<file path="src/hdl/ffrs_pkg.sv">
/*
 * Package for the fast function and range select decoder: function codes,
 * range codes, command opcodes, error codes and default settings.
 * Assumes the command parser upstream delivers one decoded code per strobe.
 */
package ffrs_pkg;

	// Measurement functions reached by the short codes
	typedef enum logic [1:0] {
		FN_DC_VOLTS = 2'b00,
		FN_DC_AMPS = 2'b01,
		FN_TWO_WIRE_OHMS = 2'b10,
		FN_FOUR_WIRE_OHMS = 2'b11
	} ffrs_func_t;

	// Command kinds presented on the command port
	typedef enum logic [2:0] {
		CMD_FUNCTION = 3'b000,
		CMD_RANGE = 3'b001,
		CMD_RESET = 3'b010,
		CMD_SET_INTEGRATION_LINE_CYCLES = 3'b011,
		CMD_OTHER_FUNC = 3'b100
	} ffrs_cmd_t;

	// Error codes reported on a rejected command
	localparam logic [1:0] ERR_NONE = 2'h0;
	localparam logic [1:0] ERR_INVALID_RANGE = 2'h1;
	localparam logic [1:0] ERR_OUT_OF_RANGE = 2'h2;
	localparam logic [1:0] ERR_NOT_SUPPORTED = 2'h3;

	// Range codes, one to seven; zero is never a legal code
	localparam logic [2:0] RANGE_CODE_ONE = 3'h1;
	localparam logic [2:0] RANGE_CODE_TWO = 3'h2;
	localparam logic [2:0] RANGE_CODE_THREE = 3'h3;
	localparam logic [2:0] RANGE_CODE_FOUR = 3'h4;
	localparam logic [2:0] RANGE_CODE_FIVE = 3'h5;
	localparam logic [2:0] RANGE_CODE_SEVEN = 3'h7;

	// Highest legal code per function
	localparam logic [2:0] DCV_MAX_RANGE = RANGE_CODE_FIVE;
	localparam logic [2:0] DCI_MAX_RANGE = RANGE_CODE_FOUR;
	localparam logic [2:0] OHMS_MAX_RANGE = RANGE_CODE_SEVEN;

	// Power-on and reset-command defaults
	localparam logic [2:0] DCV_POWER_ON_RANGE = RANGE_CODE_THREE;
	localparam logic [2:0] DCV_RESET_RANGE = RANGE_CODE_FIVE;
	localparam logic [2:0] DCI_DEFAULT_RANGE = RANGE_CODE_THREE;
	localparam logic [2:0] OHMS_DEFAULT_RANGE = RANGE_CODE_TWO;
	localparam logic [7:0] INTEGRATION_LINE_CYCLES_DEFAULT = 8'h0A;
	localparam ffrs_func_t FUNC_DEFAULT = FN_DC_VOLTS;

endpackage

</file>
<file path="src/hdl/ffrs_setting.sv">
/*
 * One function's remembered range and integration setting.
 * Assumes the decoder upstream has already checked the range code.
 */
`timescale 1ns/100ps
module ffrs_setting #(
	parameter logic [2:0] POWER_ON_RANGE = 3'h1,
	parameter logic [2:0] RESET_RANGE = 3'h1
) (
	input wire logic i_clock,
	input wire logic i_rst_n,
	input wire logic i_reset_cmd,
	input wire logic i_range_we,
	input wire logic [2:0] i_range,
	input wire logic i_integration_line_cycles_we,
	input wire logic [7:0] i_integration_line_cycles,
	output logic [2:0] o_range,
	output logic [7:0] o_integration_line_cycles
);

	logic [2:0] range_r;
	logic [2:0] range_nxt;
	logic [7:0] integration_line_cycles_r;
	logic [7:0] integration_line_cycles_nxt;

	// Reset command wins over a write arriving in the same cycle
	always_comb begin
		range_nxt = range_r;
		integration_line_cycles_nxt = integration_line_cycles_r;
		if (i_reset_cmd) begin
			range_nxt = RESET_RANGE;
			integration_line_cycles_nxt = ffrs_pkg::INTEGRATION_LINE_CYCLES_DEFAULT;
		end else begin
			if (i_range_we) begin
				range_nxt = i_range;
			end
			// Only the dedicated command touches the integration setting
			if (i_integration_line_cycles_we) begin
				integration_line_cycles_nxt = i_integration_line_cycles;
			end
		end
	end

	// State is per function, so it survives switching away
	always_ff @(posedge i_clock or negedge i_rst_n) begin
		if (!i_rst_n) begin
			range_r <= POWER_ON_RANGE;
			integration_line_cycles_r <= ffrs_pkg::INTEGRATION_LINE_CYCLES_DEFAULT;
		end else begin
			range_r <= range_nxt;
			integration_line_cycles_r <= integration_line_cycles_nxt;
		end
	end

	assign o_range = range_r;
	assign o_integration_line_cycles = integration_line_cycles_r;

endmodule

</file>
<file path="src/hdl/ffrs_decoder.sv">
/*
 * Fast function and range select decoder. Takes one decoded short code per
 * strobe and keeps current function plus per-function range and settings.
 * Assumes commands arrive synchronous to i_clock from the parser.
 */
// Summary of operation
// - Four codes select DC_VOLTS_FUNCTION, DC_AMPS_FUNCTION, 2W, 4W ohms
// - AC, frequency, period not reachable by short codes
// - DC_VOLTS_FUNCTION ranges one-five, DC_AMPS_FUNCTION one-four, else error
// - Ohms ranges one to seven, both kinds
// - Short codes act like standard sense commands
// - Range code changes current function only, or both ohms kinds together
// - Reselected function restores its last range
// - Ohms range change applies to both ohms
// - Power-on and reset-command default settings
// - Short codes never alter integration setting
`timescale 1ns/100ps
module ffrs_decoder (
	input wire logic i_clock,
	input wire logic i_nrst,
	input wire logic i_cmd_valid,
	input wire logic [2:0] i_cmd,
	input wire logic [2:0] i_cmd_arg,
	input wire logic [7:0] i_integration_line_cycles,
	output logic [1:0] o_function,
	output logic [2:0] o_range,
	output logic [7:0] o_integration_line_cycles,
	output logic o_done,
	output logic o_error,
	output logic [1:0] o_error_code
);

	logic rst_sync1_r;
	logic rst_sync2_r;
	logic rst_n;

	// Reset released through two flops so no flop sees a ragged release;
	// only the second flop is read, the first may still be settling
	always_ff @(posedge i_clock or negedge i_nrst) begin
		if (!i_nrst) begin
			rst_sync1_r <= 1'b0;
			rst_sync2_r <= 1'b0;
		end else begin
			rst_sync1_r <= 1'b1;
			rst_sync2_r <= rst_sync1_r;
		end
	end
	assign rst_n = rst_sync2_r;

	// Current function and the registered outputs
	ffrs_pkg::ffrs_func_t func_r;
	ffrs_pkg::ffrs_func_t func_nxt;
	ffrs_pkg::ffrs_cmd_t cmd;
	logic done_r;
	logic done_nxt;
	logic error_r;
	logic error_nxt;
	logic [1:0] err_code_r;
	logic [1:0] err_code_nxt;
	logic [2:0] range_r;
	logic [2:0] range_nxt;
	logic [7:0] integration_line_cycles_r;
	logic [7:0] integration_line_cycles_nxt;
	// Range check and decoded strobes
	logic [2:0] max_range;
	logic range_ok;
	logic is_range;
	logic reset_cmd;
	logic integration_line_cycles_cmd;
	// Per-function write enables and stored settings
	logic [3:0] range_we;
	logic [3:0] integration_line_cycles_we;
	logic [2:0] fn_range [4];
	logic [7:0] fn_integration_line_cycles [4];

	// Codes five to seven fall outside the enum and reach the default arm
	assign cmd = ffrs_pkg::ffrs_cmd_t'(i_cmd);

	// Highest legal range code for the function now selected
	always_comb begin
		unique case (func_r)
			ffrs_pkg::FN_DC_VOLTS: max_range = ffrs_pkg::DCV_MAX_RANGE;
			ffrs_pkg::FN_DC_AMPS: max_range = ffrs_pkg::DCI_MAX_RANGE;
			ffrs_pkg::FN_TWO_WIRE_OHMS,
			ffrs_pkg::FN_FOUR_WIRE_OHMS: max_range = ffrs_pkg::OHMS_MAX_RANGE;
		endcase
	end

	// Code zero is never legal; upper limit depends on function
	assign range_ok = (i_cmd_arg >= ffrs_pkg::RANGE_CODE_ONE) &&
		(i_cmd_arg <= max_range);
	assign is_range = i_cmd_valid && (cmd == ffrs_pkg::CMD_RANGE);
	assign reset_cmd = i_cmd_valid && (cmd == ffrs_pkg::CMD_RESET);
	assign integration_line_cycles_cmd = i_cmd_valid && (cmd == ffrs_pkg::CMD_SET_INTEGRATION_LINE_CYCLES);

	// Per-function write enables; the two ohms functions share ranges
	always_comb begin
		range_we = 4'h0;
		integration_line_cycles_we = 4'h0;
		if (is_range && range_ok) begin
			range_we[func_r] = 1'b1;
			// Both ohms kinds share one range, whichever is selected
			if (func_r == ffrs_pkg::FN_TWO_WIRE_OHMS ||
				func_r == ffrs_pkg::FN_FOUR_WIRE_OHMS) begin
				range_we[ffrs_pkg::FN_TWO_WIRE_OHMS] = 1'b1;
				range_we[ffrs_pkg::FN_FOUR_WIRE_OHMS] = 1'b1;
			end
		end
		if (integration_line_cycles_cmd) begin
			integration_line_cycles_we[func_r] = 1'b1;
		end
	end

	// One settings store per function, each with its own defaults
	for (genvar g = 0; g < 4; g++) begin : g_fn
		localparam logic [2:0] PON = (g == 0) ?
			ffrs_pkg::DCV_POWER_ON_RANGE : (g == 1) ?
			ffrs_pkg::DCI_DEFAULT_RANGE : ffrs_pkg::OHMS_DEFAULT_RANGE;
		localparam logic [2:0] RST = (g == 0) ?
			ffrs_pkg::DCV_RESET_RANGE : PON;
		ffrs_setting #(
			.POWER_ON_RANGE(PON),
			.RESET_RANGE(RST)
		) u_setting (
			.i_clock(i_clock),
			.i_rst_n(rst_n),
			.i_reset_cmd(reset_cmd),
			.i_range_we(range_we[g]),
			.i_range(i_cmd_arg),
			.i_integration_line_cycles_we(integration_line_cycles_we[g]),
			.i_integration_line_cycles(i_integration_line_cycles),
			.o_range(fn_range[g]),
			.o_integration_line_cycles(fn_integration_line_cycles[g])
		);
	end

	// Command decode: function select, range, reset, and rejections
	always_comb begin
		func_nxt = func_r;
		done_nxt = 1'b0;
		error_nxt = 1'b0;
		err_code_nxt = ffrs_pkg::ERR_NONE;
		if (i_cmd_valid) begin
			done_nxt = 1'b1;
			unique case (cmd)
				ffrs_pkg::CMD_FUNCTION: begin
					func_nxt = ffrs_pkg::ffrs_func_t'(i_cmd_arg[1:0]);
					// Four and up would be AC or counter kinds,
					// which the short codes never reach
					if (i_cmd_arg[2]) begin
						func_nxt = func_r;
						error_nxt = 1'b1;
						err_code_nxt = ffrs_pkg::ERR_NOT_SUPPORTED;
					end
				end
				ffrs_pkg::CMD_RANGE: begin
					if (!range_ok) begin
						error_nxt = 1'b1;
						err_code_nxt = (func_r == ffrs_pkg::FN_DC_AMPS) ?
							ffrs_pkg::ERR_OUT_OF_RANGE :
							ffrs_pkg::ERR_INVALID_RANGE;
					end
				end
				ffrs_pkg::CMD_RESET: begin
					func_nxt = ffrs_pkg::FUNC_DEFAULT;
				end
				ffrs_pkg::CMD_SET_INTEGRATION_LINE_CYCLES: begin
					func_nxt = func_r;
				end
				ffrs_pkg::CMD_OTHER_FUNC: begin
					error_nxt = 1'b1;
					err_code_nxt = ffrs_pkg::ERR_NOT_SUPPORTED;
				end
				// Unused codes are refused, never dropped
				default: begin
					error_nxt = 1'b1;
					err_code_nxt = ffrs_pkg::ERR_NOT_SUPPORTED;
				end
			endcase
		end
	end

	// Outputs show the settings the stores will hold after this edge.
	// Looking ahead costs a mux per output but keeps them in step
	// with o_done, so a done never stands beside a stale range.
	always_comb begin
		range_nxt = fn_range[func_nxt];
		integration_line_cycles_nxt = fn_integration_line_cycles[func_nxt];
		if (reset_cmd) begin
			range_nxt = ffrs_pkg::DCV_RESET_RANGE;
			integration_line_cycles_nxt = ffrs_pkg::INTEGRATION_LINE_CYCLES_DEFAULT;
		end else if (integration_line_cycles_cmd) begin
			integration_line_cycles_nxt = i_integration_line_cycles;
		end else if (is_range && range_ok) begin
			range_nxt = i_cmd_arg;
		end
	end

	// Outputs registered so they come straight from flops
	always_ff @(posedge i_clock or negedge rst_n) begin
		if (!rst_n) begin
			func_r <= ffrs_pkg::FUNC_DEFAULT;
			range_r <= ffrs_pkg::DCV_POWER_ON_RANGE;
			integration_line_cycles_r <= ffrs_pkg::INTEGRATION_LINE_CYCLES_DEFAULT;
			done_r <= 1'b0;
			error_r <= 1'b0;
			err_code_r <= ffrs_pkg::ERR_NONE;
		end else begin
			func_r <= func_nxt;
			range_r <= range_nxt;
			integration_line_cycles_r <= integration_line_cycles_nxt;
			done_r <= done_nxt;
			error_r <= error_nxt;
			err_code_r <= err_code_nxt;
		end
	end

	// Ports are plain copies of the output flops
	assign o_function = func_r;
	assign o_range = range_r;
	assign o_integration_line_cycles = integration_line_cycles_r;
	assign o_done = done_r;
	assign o_error = error_r;
	assign o_error_code = err_code_r;

endmodule

</file>
<file path="config.mk">
export PLATFORM = sky130hd
export DESIGN_NAME = ffrs_decoder
export DESIGN_NICKNAME = d
export VERILOG_FILES = /design/src/hdl/ffrs_pkg.sv /design/src/hdl/ffrs_setting.sv /design/src/hdl/ffrs_decoder.sv
export SDC_FILE = /design/constraint.sdc
export NUM_CORES = 1
export LEC_CHECK = 0
export BUFFER_PORTS_ARGS = -buffer_cell sky130_fd_sc_hd__buf_2
export CORE_MARGIN = 5
export CORE_UTILIZATION = 55
export CTS_BUF_LIST = sky130_fd_sc_hd__clkbuf_8
export CTS_CLUSTER_SIZE = 12
export DETAILED_ROUTE_END_ITERATION = 10
export PLACE_DENSITY = 0.76
export SYNTH_ARGS = -nofsm -noshare
export SYNTH_HDL_FRONTEND = slang
export SYNTH_SLANG_ARGS = --single-unit
</file>
<file path="constraint.sdc">
create_clock -name i_clock -period 2.02 [get_ports i_clock]
set_input_delay 0.202 -clock i_clock [delete_from_list [all_inputs] [get_ports i_clock]]
set_output_delay 0.202 -clock i_clock [all_outputs]
set_load 0.1 [all_outputs]
</file>
# --- Word level (Yosys, flattened, before mapping) ---
# Index checks and enable logic that the tools add are counted.
# Widths: inputs -> output; s select.
totals:
  register_bits: 63
  input_bits: 17
  out_inout_bits: 17
  word_cells: 93
classes:
  order_cmp: 5
  eq_ne: 6
  mux: 46
  bitwise_logic: 1
  reduce_logical: 19
ops:
  columns: ["op", "n"]
  rows:
  - ["$mux 8", 12]
  - ["$mux 3", 13]
  - ["$bmux 8 s2", 1]
  - ["$reduce_bool 2->1", 8]
  - ["$mux 2", 7]
  - ["$pmux 3 s3", 1]
  - ["$mux 4", 2]
  - ["$bmux 3 s2", 1]
  - ["$eq 3x2->1 const B", 2]
  - ["$logic_and 1x1->1", 6]
  - ["$pmux 2 s3", 1]
  - ["$mux 1", 5]
  - ["$eq 2x2->1 const B", 2]
  - ["$pmux 2 s2", 1]
  - ["$reduce_or 2->1", 2]
  - ["$eq 3x1->1 const B", 1]
  - ["$ge 3x1->1 const B", 1]
  - ["$ge 3x3->1 const B", 1]
  - ["$le 3x3->1", 1]
  - ["$logic_not 3->1", 1]
  - ["$lt 2x3->1 const B", 1]
  - ["$not 2->3", 1]
  - ["$pmux 1 s3", 1]
  - ["$demux 1 s2", 1]
  - ["4 further kinds", 4]

# --- Longest topological paths before layout ---
depth:
  ltp_word: 10
  depth_mapped: 10
  ltp_nobuf: 8

# --- Cells and area by module ---
# Synthesis repeated with hierarchy kept, for this count alone.
hier_totals:
  cells_unflattened: 255
  hier_area_um2: 3055.4
by_module_without_submodules:
  columns: ["mod", "instances", "cells_each", "area_per_inst_um2", "seq_area_each_um2"]
  rows:
  - ["ffrs_decoder", 1, 115, 1224.9, 480.5]
  - ["ffrs_setting (g_fn[2].u_setting ...)", 2, 35, 455.4, 279.0]
  - ["ffrs_setting (g_fn[1].u_setting)", 1, 35, 460.4, 280.3]
  - ["ffrs_setting (g_fn[0].u_setting)", 1, 35, 459.2, 280.3]

# --- Worst setup path after synthesis ---
# OpenSTA, ideal clock, no wires.
synth_path:
  path_type: "flip-flop to flip-flop"
  start: "register func_r[1], in the netlist o_function[1]"
  end: "register range_r[1], in the netlist o_range[1]"
  setup_ns: 0.082
  arrival_time_ns: 2.608
  required_ns: 1.938
  setup_slack_ns: -0.669
  stages_incl_launch_ff: 10
  n_path_buf: 2
  period_less_slack_ns: 2.689
  cell_sequence: "dfrtp_1 > buf_2 > inv_1 > ha_1 > nor2b_1 > o211ai_1 > and2_1 > buf_6 > nor4b_2 > a211o_1"
synth_via:
  elab_chain_len: 10
  word_cells_on_any_way: 19
  classes_between: "order compare (1); eq/ne (3); mux (10); bitwise (1); reduce/logical (4)"
synth_rtl:
  columns: ["item", "line", "text"]
  rows:
  - ["start, declared", "ffrs_decoder.sv:51", "ffrs_pkg::ffrs_func_t func_r;"]
  - ["start signal, assigned", "ffrs_decoder.sv:202", "func_r <= ffrs_pkg::FUNC_DEFAULT;"]
  - ["start signal, assigned", "ffrs_decoder.sv:209", "func_r <= func_nxt;"]
  - ["parallel branches: the longest is 8 deep, another holds $le 3x3->1", null, null]
  - ["$mux 3 *", "ffrs_decoder.sv:192", "end else if (integration_line_cycles_cmd) begin"]
  - ["$mux 3 *", "ffrs_decoder.sv:189", "if (reset_cmd) begin"]
  - ["via range_nxt[1]", "ffrs_decoder.sv:61", "logic [2:0] range_nxt;"]
  - ["end signal, assigned", "ffrs_decoder.sv:203", "range_r <= ffrs_pkg::DCV_POWER_ON_RANGE;"]
  - ["end signal, assigned", "ffrs_decoder.sv:210", "range_r <= range_nxt;"]
  - ["end, declared", "ffrs_decoder.sv:60", "logic [2:0] range_r;"]
# Mark *: on every way through the listed nets, which the timed path passes. The select of a mux whose other input is x is not followed.
# A chain may end at the register's enable or synchronous reset.

# --- Worst setup path after layout ---
# Same ends and word-level chain as after synthesis.

==> flow_metrics.tcl <==
set metrics [dict create \
    routedWlPerCell_um 15.5 \
    synth_edf_count 0 \
    final.setup.tns_ps 0 \
    post_cts_buffers 0 \
    fp-row-count 26 \
    syn_avg_cell_area_um2 10.6 \
    finalSetupViolations 0 \
    fin_crit_sh_pct 93.7 \
    ys_seq_area_share_pct 53.2 \
    drt_first_pass_iters 4 \
    portBuffers 33 \
    cts_resized 0 \
    cts_tree "built" \
    slew_viol_final 0 \
    crit_type "register to register" \
    initial_core_util_pct 56.4 \
    drv_cap 0 \
    synth_seq_cells 60 \
    synthCells 270 \
    path_max_fanout 6 \
    max_freq_mhz 528 \
    rsz0062_at_grt "no" \
    vias_per_cell 5.46 \
    synth_nets 289 \
    grt_max_degree 34 \
    n_fill_cell 410 \
    power_density_nw_per_um2 1060 \
    start_kind "register" \
    clock_sinks 60 \
    final_hold_viol_count 0 \
    dr_total_vias 2172 \
    overflow 0 \
    syn_to_final_growth_pct 19.4 \
    cts_max_path_buffers 2 \
    yosys_warnings 0 \
    ant_nets 0 \
    grt_pass1_vias 2197 \
    grt_pass1_wl_mm 10.5 \
    critPathCaptureType "register" \
    layout-drive-gt1-share_pct 31.1 \
    crit_path_end "o_range[1]$_DFF_PN1_" \
    r2r-end "o_range[1]$_DFF_PN1_" \
    die_width_um 82.1 \
    cts-root-buf "clkbuf_8" \
    whs_ps 40.8 \
    rrSetupSlack_ps 130 \
    min_path_type "input pin to register" \
    drt_wl_total_mm 6.16 \
    fp.dieArea_um2 6750 \
    ys.flop_type "dfrtp_1" \
    drtIter0Drc 142 \
    yosys.cell_types.count 39 \
    drc 0 \
    track_usage_pct 20.9 \
    syn-cell-area_um2 2860 \
    critical_path_arrival_ps 2150 \
    finalPower_mw 3.61 \
    startpoint "o_function[1]$_DFF_PN0_" \
    clkTransAtPathRegs_ps 60 \
    n_antenna_cell 0 \
    gp_congestion 0.803 \
    antenna_found_initial 0 \
    required_ps 2280 \
    ff2ff_path_depth 8 \
    vdd.ir_drop.worst_mv 0.509 \
    clkLatencyLatePin_ps 330 \
    period_needed_ps 1890 \
    leakagePower_nw 1.75 \
    skew_ps 7.37 \
    die_y_um 82.1 \
    nets 342 \
    core_area_um2 5070 \
    cts_inserted_buffers 9 \
    r2r_start "o_function[1]$_DFF_PN0_" \
    synthArstFlopShare_pct 100 \
    io-pin-count 34 \
    htree_levels 3 \
    status "completed" \
    hpwl_mm 4.23 \
]
-- where the power goes --
part	switching, mW	internal, mW
registers	0.0742	1.42
logic	0.817	0.286
clock network	0.429	0.583
-- kinds of logic (layout without fill, tap and decap cells) --
family                   after synthesis  in the layout  share of synthesized area [%]
AO/OA/AOI/OAI                         43             43                           9.71
adder cells (fa/ha/maj)                2              2                          0.874
buffers and inverters                 18             76                           3.32
flip-flops                            60             60                           53.2
multiplexers                          42             42                           14.8
other                                  1              1                          0.131
AND/OR/NAND/NOR                      104            104                           18.0
-- per-stage QoR --
stage / util, % / worst slack [ps] / instances / cell area (um^2)
2_1_floorplan: - / -273 / 270 / 2890
3_3_place_gp: 63.4 / 204 / 381 / 3220
3_5_place_dp: 63.4 / 157 / 381 / 3220
4_1_cts: 67.3 / 141 / 398 / 3420
5_1_grt: 67.3 / 22.1 / 398 / 3420
6_report: 67.3 / 128 / 398 / 3420
-- cell usage in the layout, fill, tap and decap left out, types with 2 or more instances in the layout --
cell,netlist,layout
dfrtp_2,0,3
clkbuf_8,0,10
dfrtp_1,43,40
o211ai_1,3,3
buf_4,0,20
mux2_2,2,2
and2_1,2,2
mux2i_1,40,40
nor2_1,23,23
nand3_2,2,2
dfstp_2,17,17
nand3_1,9,9
o21ai_0,4,2
a21oi_2,1,2
a21oi_1,19,18
nand2_1,52,52
o221ai_1,8,8
inv_1,6,8
and3_1,2,2
buf_2,4,33
o21ai_1,0,2
nor4b_2,2,2
nand2b_1,3,3
inv_2,0,2
a31oi_1,2,2
-- layout make-up --
cell class	instances	area, um^2	share of cell area, %
Clock buffer	10	138	4.03
Multi-Input combinational cell	192	1270	37.1
Clock inverter	6	50.0	1.46
Inverter	6	22.5	0.659
Sequential cell	60	1530	44.7
Tap cell	70	87.6	2.56
Timing Repair Buffer	54	325	9.52
-- worst max-delay path, cell delays in order (launching register included) --
cell and delay [ps]:
dfrtp_2 440, and2b_2 240, inv_2 60, ha_4 250, nand2_1 50, o211ai_1 120, and2_1 310, nor4b_2 80
a211o_1 280
-- per-layer routing --
layer | track usage, % | vias to the layer above | part of all wire, %
li1 | - | 1043 | -
met1 | 29.3 | 1058 | 46
met2 | 30.8 | 61 | 46
met3 | 4.23 | 10 | 5.2
met4 | 11.0 | 0 | 2.2
met5 | 0 | - | 0
-- worst min path at each step --
| stage | startpoint | end | cells after the start |
|---|---|---|---|
| final | i_cmd_valid | o_done$_DFF_PN0_ | 1 |
| after global placement | i_nrst | rst_sync1_r$_DFF_PN0_ | 1 |
| after detailed placement | i_nrst | rst_sync1_r$_DFF_PN0_ | 1 |
| after global routing | i_cmd_valid | o_done$_DFF_PN0_ | 1 |
| after CTS | i_cmd_valid | o_done$_DFF_PN0_ | 1 |
| after floorplan | i_nrst | rst_n$_DFF_PN0_ | 0 |
-- sequential cells by signal, summed over array words and instances (netlist names), 2 cells and up --
register,flops
g_fn.u_setting.o_integration_line_cycles,32
g_fn.u_setting.o_range,9
o_error_code,2
o_function,2
o_integration_line_cycles,8
o_range,3
-- cell usage after synthesis, types with 2 or more instances --
cell type,instances,share of area (%)
and2_1,2,0.44
dfrtp_1,43,38
dfstp_2,17,16
nor4b_2,2,1.0
nand3_1,9,1.6
and3_1,2,0.44
nor2_1,23,3.0
buf_2,4,0.70
ha_1,2,0.87
o221ai_1,8,2.4
a31oi_1,2,0.44
a21oi_1,19,3.3
mux2_2,2,0.79
o211ai_1,3,0.79
buf_6,3,1.2
o21ai_0,4,0.70
nand2_1,52,6.8
inv_1,6,0.79
nand2b_1,3,0.66
clkbuf_1,5,0.66
mux2i_1,40,14
nand3_2,2,0.70
-- timing repair --
action,4_1_cts,5_1_grt
hold endpoints to repair,2,0
hold buffers,1,0
setup endpoints to repair,0,0
(Power assumes the default switching activity.)
